===== src/bpa_pkg.sv =====
/*
 * Constants for the backplane input bit alignment block.
 * Assumes one clock period equals one quarter of a backplane bit.
 */
// Operation
// - Thirty-two delay registers, one per stream
// - 32 Mbps mode uses registers 0 to 15
// - Five-bit delay field resets to zero
// - Mode low samples at three-quarter point
// - Mode low delays field quarters
// - Mode high bits 1:0 pick sample point
// - Mode high bits 4:2 give whole bits
// - One shared sampling-mode bit
package bpa_pkg;
    localparam int             NUM_STREAMS = 32;
    localparam int             NUM_32M     = 16;
    localparam int             DW          = 16;
    localparam int             AW          = 16;
    localparam int             FW          = 5;
    localparam int             QW          = 6;
    localparam logic [AW-1:0]  ADDR_FIRST  = 16'h0063;
    localparam logic [AW-1:0]  ADDR_LAST   = 16'h0082;
    localparam logic [DW-1:0]  REG_RESET   = 16'h0000;
    localparam logic [1:0]     QPB_LAST    = 2'h3;
    localparam logic [QW-1:0]  SAMPLE_34   = 6'h03;
    localparam logic [QW-1:0]  MAX_Q       = 6'h23;
    localparam int             HIST_LEN    = 36;
    localparam logic [1:0]     EMIT_PHASE  = 2'h3;
    localparam logic [5:0]     WARM_DONE   = 6'h28;

    // Sample point code in the high mode, as quarters into the bit
    function automatic logic [QW-1:0] bpa_point(input logic [1:0] code);
        logic [QW-1:0] q;
        q = 6'h03;
        unique case (code)
            2'h0: q = 6'h03;
            2'h1: q = 6'h04;
            2'h2: q = 6'h01;
            2'h3: q = 6'h02;
        endcase
        return q;
    endfunction
endpackage


===== src/bpa_lane_if.sv =====
/*
 * Per-stream lane between the register side and an aligner.
 * Assumes both ends run on the same clock.
 */
`timescale 1ns/1ps
interface bpa_lane_if;
    import bpa_pkg::*;
    logic          bit_in;
    logic [FW-1:0] delay;
    logic          mode;
    logic          emit;
    logic          active;
    logic          bit_out;

    modport ctrl (output bit_in, delay, mode, emit, active, input bit_out);
    modport lane (input bit_in, delay, mode, emit, active, output bit_out);
endinterface


===== src/bpa_aligner.sv =====
/*
 * One backplane stream aligner: a quarter-bit history line and a tap.
 * Assumes bit_in is already synchronised and emit pulses once per bit.
 */
`timescale 1ns/1ps
module bpa_aligner (
    input wire logic clock,
    input wire logic resetn,
    bpa_lane_if.lane ln
);
    import bpa_pkg::*;

    logic [HIST_LEN-1:0] hist_ff;
    logic [HIST_LEN-1:0] nxt_hist;
    logic                out_ff;
    logic                nxt_out;
    logic [QW-1:0]       dq;
    logic [5:0]          warm_ff;
    logic [5:0]          nxt_warm;

    // Total quarters from bit boundary to the sampling instant
    always_comb begin
        if (ln.mode) begin
            dq = {1'b0, ln.delay[4:2], 2'h0} + bpa_point(ln.delay[1:0]);
        end else begin
            dq = {1'b0, ln.delay} + SAMPLE_34;
        end
    end

    // Fixed latency of MAX_Q quarters lets a later tap stand for an earlier sample
    always_comb begin
        nxt_hist = {hist_ff[HIST_LEN-2:0], ln.bit_in};
        nxt_out  = out_ff;
        nxt_warm = (warm_ff == WARM_DONE) ? warm_ff : warm_ff + 6'h01;
        if (!ln.active) begin
            nxt_out = 1'b0;
        end else if (ln.emit) begin
            nxt_out = hist_ff[MAX_Q - dq];
        end
    end

    always_ff @(posedge clock) begin
        if (!resetn) begin
            hist_ff <= '0;
            out_ff  <= 1'b0;
            warm_ff <= 6'h00;
        end else begin
            hist_ff <= nxt_hist;
            out_ff  <= nxt_out;
            warm_ff <= nxt_warm;
        end
    end

    assign ln.bit_out = out_ff;

    logic warm;
    assign warm = (warm_ff == WARM_DONE);

    AST_LOW_ZERO: assert property (@(posedge clock) disable iff (!resetn)
        warm && $past(ln.emit && ln.active && !ln.mode && ln.delay == 5'h00)
        |-> out_ff == $past(ln.bit_in, 34))
        else $error("low mode zero delay sample wrong");
    AST_LOW_MAX: assert property (@(posedge clock) disable iff (!resetn)
        warm && $past(ln.emit && ln.active && !ln.mode && ln.delay == 5'h1F)
        |-> out_ff == $past(ln.bit_in, 3))
        else $error("low mode max delay sample wrong");
    AST_HIGH_POINT: assert property (@(posedge clock) disable iff (!resetn)
        warm && $past(ln.emit && ln.active && ln.mode && ln.delay == 5'h01)
        |-> out_ff == $past(ln.bit_in, 33))
        else $error("high mode 4/4 point wrong");
    AST_HIGH_INT: assert property (@(posedge clock) disable iff (!resetn)
        warm && $past(ln.emit && ln.active && ln.mode && ln.delay == 5'h1E)
        |-> out_ff == $past(ln.bit_in, 8))
        else $error("high mode integer delay wrong");
    AST_IDLE: assert property (@(posedge clock) disable iff (!resetn)
        $past(!ln.active) |-> !out_ff)
        else $error("inactive lane output not low");
endmodule


===== src/bpa_bit_delay.sv =====
/*
 * Backplane input bit delay block: thirty-two delay registers on the
 * processor port, and one aligner per backplane input stream.
 * Assumes cpu strobes come from logic on this clock, stream pins are
 * asynchronous, and one clock period is one quarter bit.
 */
`timescale 1ns/1ps
module bpa_bit_delay (
    input  wire logic                            clock,
    input  wire logic                            resetn,
    input  wire logic                            cpu_cs_n,
    input  wire logic                            cpu_wr,
    input  wire logic                            cpu_rd,
    input  wire logic [bpa_pkg::AW-1:0]          cpu_addr,
    input  wire logic [bpa_pkg::DW-1:0]          cpu_wdata,
    output logic      [bpa_pkg::DW-1:0]          cpu_rdata,
    output logic                                 cpu_ack,
    input  wire logic                            sample_point_select_mode,
    input  wire logic                            bp_32m_mode,
    input  wire logic [bpa_pkg::NUM_STREAMS-1:0] bp_in,
    output logic      [bpa_pkg::NUM_STREAMS-1:0] bp_rx_bit,
    output logic                                 bp_rx_strobe
);
    import bpa_pkg::*;

    // Register file, indexed by address minus the first offset
    logic [DW-1:0] regs_ff [NUM_STREAMS];
    logic [DW-1:0] nxt_regs [NUM_STREAMS];
    logic [DW-1:0] rdata_ff;
    logic [DW-1:0] nxt_rdata;
    logic          ack_ff;
    logic          nxt_ack;

    // Bus decode
    logic          hit;
    logic [AW-1:0] offs;
    logic [4:0]    idx;
    logic          wr_go;
    logic          rd_go;

    // Quarter-bit phase and per-bit strobe
    logic [1:0]    qph_ff;
    logic [1:0]    nxt_qph;
    logic          strobe_ff;
    logic          nxt_strobe;
    logic          emit;

    // Pin synchronisers
    logic [NUM_STREAMS-1:0] s1_ff;
    logic [NUM_STREAMS-1:0] s2_ff;
    logic [NUM_STREAMS-1:0] s3_ff;
    logic [NUM_STREAMS-1:0] clean_ff;
    logic [NUM_STREAMS-1:0] nxt_clean;

    // Address decode; the window is contiguous so a range compare suffices
    always_comb begin
        offs  = cpu_addr - ADDR_FIRST;
        idx   = offs[4:0];
        hit   = (cpu_addr >= ADDR_FIRST) && (cpu_addr <= ADDR_LAST);
        wr_go = !cpu_cs_n && cpu_wr && hit;
        rd_go = !cpu_cs_n && cpu_rd;
    end

    // Register writes store all sixteen bits, reserved ones included
    always_comb begin
        for (int i = 0; i < NUM_STREAMS; i++) begin
            nxt_regs[i] = regs_ff[i];
        end
        if (wr_go) begin
            nxt_regs[idx] = cpu_wdata;
        end
    end

    always_ff @(posedge clock) begin
        for (int i = 0; i < NUM_STREAMS; i++) begin
            if (!resetn) begin
                regs_ff[i] <= REG_RESET;
            end else begin
                regs_ff[i] <= nxt_regs[i];
            end
        end
    end

    // Read path; unmapped addresses read zero
    always_comb begin
        nxt_rdata = rdata_ff;
        nxt_ack   = 1'b0;
        if (rd_go) begin
            nxt_ack = 1'b1;
            if (hit) begin
                nxt_rdata = regs_ff[idx];
            end else begin
                nxt_rdata = REG_RESET;
            end
        end else if (!cpu_cs_n && cpu_wr) begin
            nxt_ack = 1'b1;
        end
    end

    always_ff @(posedge clock) begin
        if (!resetn) begin
            rdata_ff <= REG_RESET;
            ack_ff   <= 1'b0;
        end else begin
            rdata_ff <= nxt_rdata;
            ack_ff   <= nxt_ack;
        end
    end

    assign cpu_rdata = rdata_ff;
    assign cpu_ack   = ack_ff;

    // Free-running quarter counter; emit marks the last quarter of a bit
    always_comb begin
        nxt_qph    = qph_ff + 2'h1;
        emit       = (qph_ff == EMIT_PHASE);
        nxt_strobe = emit;
    end

    always_ff @(posedge clock) begin
        if (!resetn) begin
            qph_ff    <= 2'h0;
            strobe_ff <= 1'b0;
        end else begin
            qph_ff    <= nxt_qph;
            strobe_ff <= nxt_strobe;
        end
    end

    assign bp_rx_strobe = strobe_ff;

    // A change is taken only when stages two and three agree,
    // which rejects a single metastable sample at the cost of a cycle
    always_comb begin
        for (int i = 0; i < NUM_STREAMS; i++) begin
            nxt_clean[i] = (s2_ff[i] == s3_ff[i]) ? s3_ff[i] : clean_ff[i];
        end
    end

    always_ff @(posedge clock) begin
        if (!resetn) begin
            s1_ff    <= '0;
            s2_ff    <= '0;
            s3_ff    <= '0;
            clean_ff <= '0;
        end else begin
            s1_ff    <= bp_in;
            s2_ff    <= s1_ff;
            s3_ff    <= s2_ff;
            clean_ff <= nxt_clean;
        end
    end

    // One aligner per stream; all share the mode bit and the bit strobe
    for (genvar g = 0; g < NUM_STREAMS; g++) begin : g_lane
        bpa_lane_if lane ();

        assign lane.bit_in = clean_ff[g];
        assign lane.delay  = regs_ff[g][FW-1:0];
        assign lane.mode   = sample_point_select_mode;
        assign lane.emit   = emit;
        // Upper half idles when the backplane runs at 32 Mbps
        assign lane.active = !bp_32m_mode || (g < NUM_32M);

        bpa_aligner bpa_aligner_i (
            .clock  (clock),
            .resetn (resetn),
            .ln     (lane.lane)
        );

        assign bp_rx_bit[g] = lane.bit_out;
    end

    // Checks on the register side and the stream timing

    AST_WRITE_READ: assert property (@(posedge clock) disable iff (!resetn)
        (!cpu_cs_n && cpu_wr && !cpu_rd && hit)
        ##1 (!cpu_cs_n && cpu_rd && !cpu_wr && cpu_addr == $past(cpu_addr))
        |=> cpu_rdata == $past(cpu_wdata, 2) && cpu_ack)
        else $error("readback differs from last write");

    AST_UNMAPPED: assert property (@(posedge clock) disable iff (!resetn)
        (!cpu_cs_n && cpu_rd && !hit) |=> cpu_rdata == REG_RESET)
        else $error("unmapped read not zero");

    AST_RESET_VAL: assert property (@(posedge clock)
        $rose(resetn) |-> regs_ff[0] == REG_RESET && regs_ff[31] == REG_RESET)
        else $error("register not zero after reset");

    AST_UPPER_IDLE: assert property (@(posedge clock) disable iff (!resetn)
        bp_32m_mode [*2] |-> bp_rx_bit[NUM_STREAMS-1:NUM_32M] == '0)
        else $error("upper streams active in 32 Mbps mode");

    AST_STROBE_PERIOD: assert property (@(posedge clock) disable iff (!resetn)
        bp_rx_strobe |=> !bp_rx_strobe [*3] ##1 bp_rx_strobe)
        else $error("bit strobe not once per four quarters");

    // Unmapped writes alias onto an index too, so they must leave it alone
    AST_NO_STRAY_WRITE: assert property (@(posedge clock) disable iff (!resetn)
        (cpu_cs_n || !cpu_wr || cpu_addr < ADDR_FIRST || cpu_addr > ADDR_LAST)
        |=> regs_ff[$past(idx)] == $past(regs_ff[idx]))
        else $error("register changed without a write");

    AST_FIRST_STROBE: assert property (@(posedge clock)
        $rose(resetn) |-> !bp_rx_strobe ##4 bp_rx_strobe)
        else $error("first bit strobe not four clocks after reset");

    AST_ACK_PULSE: assert property (@(posedge clock) disable iff (!resetn)
        cpu_ack == $past(!cpu_cs_n && (cpu_rd || cpu_wr)))
        else $error("ack not one cycle after a selected access");

    // Outside a strobe only a lane going idle may move its output
    AST_OUT_HOLD: assert property (@(posedge clock) disable iff (!resetn)
        !bp_rx_strobe && !$past(bp_32m_mode) |-> $stable(bp_rx_bit))
        else $error("stream output changed between strobes");

    COV_LOW_MODE: cover property (@(posedge clock) disable iff (!resetn)
        !sample_point_select_mode && bp_rx_strobe && bp_rx_bit[0]);
    COV_HIGH_MODE: cover property (@(posedge clock) disable iff (!resetn)
        sample_point_select_mode && bp_rx_strobe && bp_rx_bit[5]);
    COV_MODE_32M: cover property (@(posedge clock) disable iff (!resetn)
        bp_32m_mode && bp_rx_strobe && bp_rx_bit[15]);
    COV_WRITE_TOP: cover property (@(posedge clock) disable iff (!resetn)
        wr_go && cpu_addr == ADDR_LAST);
    COV_BACK_TO_BACK: cover property (@(posedge clock) disable iff (!resetn)
        wr_go ##1 rd_go);
endmodule


===== config.mk =====
export PLATFORM = sky130hd
export DESIGN_NAME = bpa_bit_delay
export DESIGN_NICKNAME = d
export VERILOG_FILES = /design/src/bpa_pkg.sv /design/src/bpa_lane_if.sv /design/src/bpa_aligner.sv /design/src/bpa_bit_delay.sv
export SDC_FILE = /design/constraint.sdc
export NUM_CORES = 2
export LEC_CHECK = 0
export BUFFER_PORTS_ARGS = -buffer_cell sky130_fd_sc_hd__buf_2
export CORE_UTILIZATION = 60
export CTS_CLUSTER_DIAMETER = 40
export DETAILED_ROUTE_END_ITERATION = 10
export PLACE_DENSITY = 0.76
export SYNTH_ARGS = -nofsm -noshare
export SYNTH_HDL_FRONTEND = slang
export SYNTH_HIERARCHICAL = 1
export SYNTH_SLANG_ARGS = --single-unit

===== constraint.sdc =====
create_clock -name clock -period 5.2 [get_ports clock]
set_input_delay 1.56 -clock clock [delete_from_list [all_inputs] [get_ports clock]]
set_output_delay 1.56 -clock clock [all_outputs]
set_load 0.005 [all_outputs]

# Yosys cells after proc, flatten, opt, wreduce, memory -nomap -nowiden
# Memories as Yosys holds them, arrays and structs flattened.
# Cells that the tools add are included.
# classes
bitwise,34
n_lt_le_gt_ge,36
muxes,201
n_addsub,98
reduce_logical,39
n_eq_ne,129
# ops
op,n
6-bit case mux with 4 select lines,32
16-bit two-way mux,34
512-bit bitwise mux,1
512-bit two-way mux,1
6-bit two-way mux,64
"6-bit by 7-bit less-than comparator with 1-bit output, second input constant",32
"5-bit by 2-bit adder with 6-bit output, second input constant",32
5-bit by 6-bit adder with 6-bit output,32
1-bit binary-select mux with 6-bit select,32
"6-bit subtractor, first input constant",32
"2-bit == test, second input constant",65
16-bit demux with 5-bit select,1
"2-bit by 1-bit == test with 1-bit output, second input constant",32
2-bit zero test,32
1-bit two-way mux,36
1-bit == test,32
1-bit bitwise OR,32
"16-bit by 7-bit >= comparator with 1-bit output, second input constant",1
"16-bit by 8-bit <= comparator with 1-bit output, second input constant",1
"6-bit >= comparator, second input constant",1
"6-bit by 1-bit less-than comparator with 1-bit output, second input constant",1
5-bit inverter with 6-bit output,1
1-bit logical AND,5
"5-bit by 2-bit subtractor with 5-bit output, second input constant",1
4 further kinds,4
# word_totals
in_bits,71
output_inout_bits,50
word_cells,641
ramBits,512
mem_count,1
ff_bits,1332
# memory_table
name,depth,width,rd,rd_ports_with_merged_regs,write_ports,line_no,text
regs_ff,32,16,33,0,32,bpa_bit_delay.sv:27,logic [DW-1:0] regs_ff [NUM_STREAMS];

# Logic depth before layout (Yosys ltp)
# depth
depth_word,9
mapped_depth,13
mapped_depth_nobuf,10

# By module
# Netlist, hierarchy kept.
# modules_own_cells
mod,area_each_um2,cells_each,n_inst,seq_area_each_um2
bpa_aligner,1493.9,126,32,740.7
bpa_bit_delay,29990.0,3251,1,13212.7

# Least setup slack after synthesis
# Ideal clock, no wire load.
# synth_timing
path_type,input-to-reg
from,in cpu_addr[0] (netlist name)
to,"reg rdata_ff[10], in the netlist cpu_rdata[10]"
slack_ns,0.846
arrival_ns,4.231
setup_time_ns,0.123
required_time_ns,5.077
n_path_buf,7
path_stages,12
path_cell_list,buf_2 > buf_2 > buf_2 > inv_1 > ha_1 > clkbuf_1 > buf_2 > buf_2 > clkbuf_1 > mux4_2 > o22ai_1 > o31ai_1
# synth_between
elab_chain_len,3
word_cells_on_any_way,6
cone_classes,add/sub (1); order compare (2); mux (1); reduce/logical (1); memory (1)
# synth_lines
item,line_no,text
start: declaration,bpa_bit_delay.sv:14,"input wire logic [bpa_pkg::AW-1:0] cpu_addr,"
"5-bit by 2-bit subtractor with 5-bit output, or another cell as far along",bpa_bit_delay.sv:57,offs = cpu_addr - ADDR_FIRST;
memory read 32 x 16 bit / 1-bit logical AND (equally long branches),--,
16-bit two-way mux (*),bpa_bit_delay.sv:90,if (hit) begin
end signal: assignment,bpa_bit_delay.sv:105,rdata_ff <= nxt_rdata;
end: declaration,bpa_bit_delay.sv:29,logic [DW-1:0] rdata_ff;
# Mark *: on every way between the ends. The rest lies on a longest branch, timed or not.
# A chain may end at the register's enable or synchronous reset.

==> impl_metrics.csv <==
group,metric,value,unit
outcome,status,"completed",
synth,synth_ff_type,"dfxtp_1",
pwr,clockPowerShare,50.8,%
route,dr.pass1.iters,6,
synth,synth-seq-area-share,47.5,%
clock_network,cts_setup_buffers,0,
clock_network,cts_max_level,4,
route,via_per_inst,6.07,
clock_network,cts_resized,0,
timing,setup_ws,1.47,ns
synth,synthAdderAreaFrac,2.65,%
clock_network,cts_tree,"yes",
grt,antenna_found_initial,13,
worst_hold_path,hp-class,"reg -> reg",
pwr,sw_frac_of_total,22.8,%
final_layout,final_cells,9090,
clock_network,cts_max_path_buffers,3,
timing,skew,0.0301,ns
pwr,p_sw,7.02,mW
die,core,0.128,mm2
worst_setup_path,rr_endpoint,"g_lane[1].bpa_aligner_i/ln.bit_out",
worst_hold_path,holdPathEnd,"s2_ff[3]",
timing,finalCritPeriodShare,71.7,%
die,pin_count,121,
synth,synth_simple_gate_area_share,17.4,%
synth,synthTopCellsByArea,"dfxtp_1 (47%), mux4_2 (12%), and2_1 (10%), a21boi_1 (4.9%), nand3_1 (3.8%)",
grt,gr-usage-all-layers,27.9,%
synth,syn_area_per_cell,10.7,um2
worst_setup_path,critPathRequiredTime,5.96,ns
die,start_util,60.8,%
timing,relSlewSlack,26.4,%
synth,yosys.area.top_type,"dfxtp_1",
timing,fmax,0.268,GHz
synth,synth_cell_types,68,
final_layout,area_growth,12.0,%
synth,synthDominantCellAreaShare,47.5,%
worst_setup_path,r2r-start,"regs_ff[1][0]",
clock_network,clkTransAtPathRegs,0.06,ns
pwr,power.leakage,30.9,nW
route,drc,0,
clock_network,clkLatencyLatePin,0.85,ns
pwr,p_seq_share,46.0,%
synth,synth_compound_area_share,12.4,%
pwr,p_int,23.8,mW
final_layout,drive_gt1_share,15.2,%
clock_network,cts_root_buf,"clkbuf_16",
flow_run,cap_violations,0,
placement,dpl_cell_area,0.0795,mm2
pwr,irDropWorstVdd,336,uV
pwr,comb_power_share,3.2,%
route,num_vias,55100,
timing,rsz0062_at_grt,"false",
grt,grt_max_degree,158,
clock_network,hold_buffers,0,
synth,synth_top_family_by_area,"simple AND/OR/NAND/NOR gates",
clock_network,cts_buffers,215,
worst_setup_path,cp_max_fo,48,
worst_setup_path,rrSetupSlack,1.84,ns
die,die-height,362,um
placement,dp.cells,8680,
final_layout,stdcell_area,0.0871,mm2
synth,muxShareOfSynthArea,14.8,%
synth,netlist_instances,7283,
synth,syn_area,0.0778,mm2
route,drtIter0Drc,5708,
worst_setup_path,arrival,4.49,ns
synth,async_reset_ff_share,0,%
grt,grt_pass1_vias,54200,
placement,dp_hpwl,115,mm
timing,finalMaxSlewViolations,0,
timing,setup_viol,0,
placement,dp_slack,0.713,ns
pwr,power_density,354,mW/mm2
die,die-area,0.131,mm2
timing,tightestPinTransition,1.10,ns
pwr,p_total,30.8,mW
worst_setup_path,cp-start-kind,"input pin",
worst_setup_path,r2r_cells,9,
grt,gr-total-overflow,0,
worst_setup_path,critical_path_class,"in -> reg",
final_layout,nets,7404,
route,wl_per_cell,20.3,um
die,row_count,131,
synth,ys_ff_latch,1844,
timing,min_period,3.73,ns
route,ant_nets,0,
grt,grt_pass1_wl,295,mm
timing,tns,0,ns
route,wl,185,mm
timing,final-hold-violation-count,0,
placement,place_congestion,0.890,
worst_setup_path,startpoint,"cpu_addr[0]",
worst_setup_path,cp-end-kind,"register",
synth,synth_xor_area_share,1.48,%
clock_network,cts.sinks,1844,
synth,ys_warn_count,6,
placement,io_buffer_count,120,
worst_hold_path,whs_path_depth,1,
die,dieWidth,362,um
worst_hold_path,min-delay-start,"s1_ff[3]",
synth,synth-edff-count,0,
[sequential cells by signal, summed over array words and instances, names as in the netlist]
name                             cells
cpu_rdata                           16
regs_ff                            512
g_lane.bpa_aligner_i/ln.bit_out     32
s3_ff                               32
clean_ff                            32
bp_rx_strobe                         1
s2_ff                               32
s1_ff                               32
cpu_ack                              1
qph_ff                               2
g_lane.bpa_aligner_i/hist_ff      1152
[power groups by stage]
stage	clock network, mW	registers, mW	logic, mW
2_1_floorplan	0	14.5	0.622
3_3_place_gp	0	14.5	0.961
3_5_place_dp	0	14.5	0.966
4_1_cts	15.9	14.2	0.969
5_1_grt	16.5	14.2	1.04
6_report	15.7	14.2	0.993
[cell type report]
class | count | area (um2)
inverters | 104 | 390
diodes | 10 | 25.0
flip-flops and latches | 1844 | 36900
fillers | 9330 | 40900
clock buffers | 262 | 5850
repair buffers | 243 | 1850
well taps | 1729 | 2160
clock inverters | 138 | 1740
multi-input cells | 4760 | 38200
[cell usage in the layout, fill, tap and decap left out, types with 64 or more instances in the layout]
cell / n
nand3_1: 587
xor2_1: 64
nand2_1: 253
and2_1: 1256
mux2i_1: 229
buf_4: 99
inv_1: 102
ha_1: 163
dfxtp_1: 1844
xnor2_1: 64
clkbuf_16: 217
a21boi_1: 511
mux4_2: 406
o21ai_0: 473
buf_2: 117
o21ai_1: 172
[layer usage]
layer | wire [um] | global-route usage, %
met2 | 83100 | 43.3
met5 | 0 | 0
met3 | 14900 | 5.35
met1 | 79700 | 38.2
met4 | 7070 | 11.9
[stage by stage]
| stage | utilization (%) | hold slack, ns |
|---|---|---|
| 3_3_place_gp | 62.1 | 0.416 |
| 5_1_grt | 68.1 | 0.440 |
| 4_1_cts | 68.1 | 0.429 |
| 3_5_place_dp | 62.1 | 0.418 |
| 6_report | 68.1 | 0.430 |
| 2_1_floorplan | - | 0.398 |
[worst max-delay path by stage]
stage / to / cells past startpoint
6_report: regs_ff[18][0] / 9
5_1_grt: regs_ff[18][0] / 9
4_1_cts: regs_ff[18][0] / 9
3_5_place_dp: regs_ff[17][4] / 9
3_3_place_gp: regs_ff[19][1] / 9
2_1_floorplan: cpu_rdata[10] / 12
[worst max-delay path, cell delays in order]
cell and delay, ns:
buf_6 0.20, ha_1 0.36, buf_4 0.27, xor2_4 0.63
buf_4 0.41, o31a_1 0.19, buf_4 0.47, nand3_1 0.13
a21boi_1 0.22
[synth_stat cells, drive strengths merged (2+ instances only)]
cell type,n
a21oi,3
o211ai,36
nand2,253
and2,1256
mux4,406
dfxtp,1844
or3,3
nor4,5
or3b,32
a32oi,5
buf,167
nand3b,33
o221ai,16
xnor2,65
o22ai,21
mux2,6
o311ai,5
xor2,65
nand2b,35
nor2b,3
or2,3
a211oi,7
inv,104
and3,35
nand3,589
o2111ai,8
nor2,41
o21ai,646
clkbuf,439
mux2i,229
nand4b,32
ha,165
a21boi,578
a2111oi,8
nand4,34
a31o,32
a211o,2
a31oi,6
nor3,8
a2111o,32
o31ai,17
[logic make-up (layout without fill, tap and decap cells)]
group           Yosys count  in the layout
fa+ha+maj               165            165
flops                  1844           1844
xor+xnor                130            130
simple gates           2363           2363
compound gates         1429           1429
mux                     641            641
buf+inv                 710            747
other cells               1             42
Note: power is estimated with default switching activity, not from simulation.
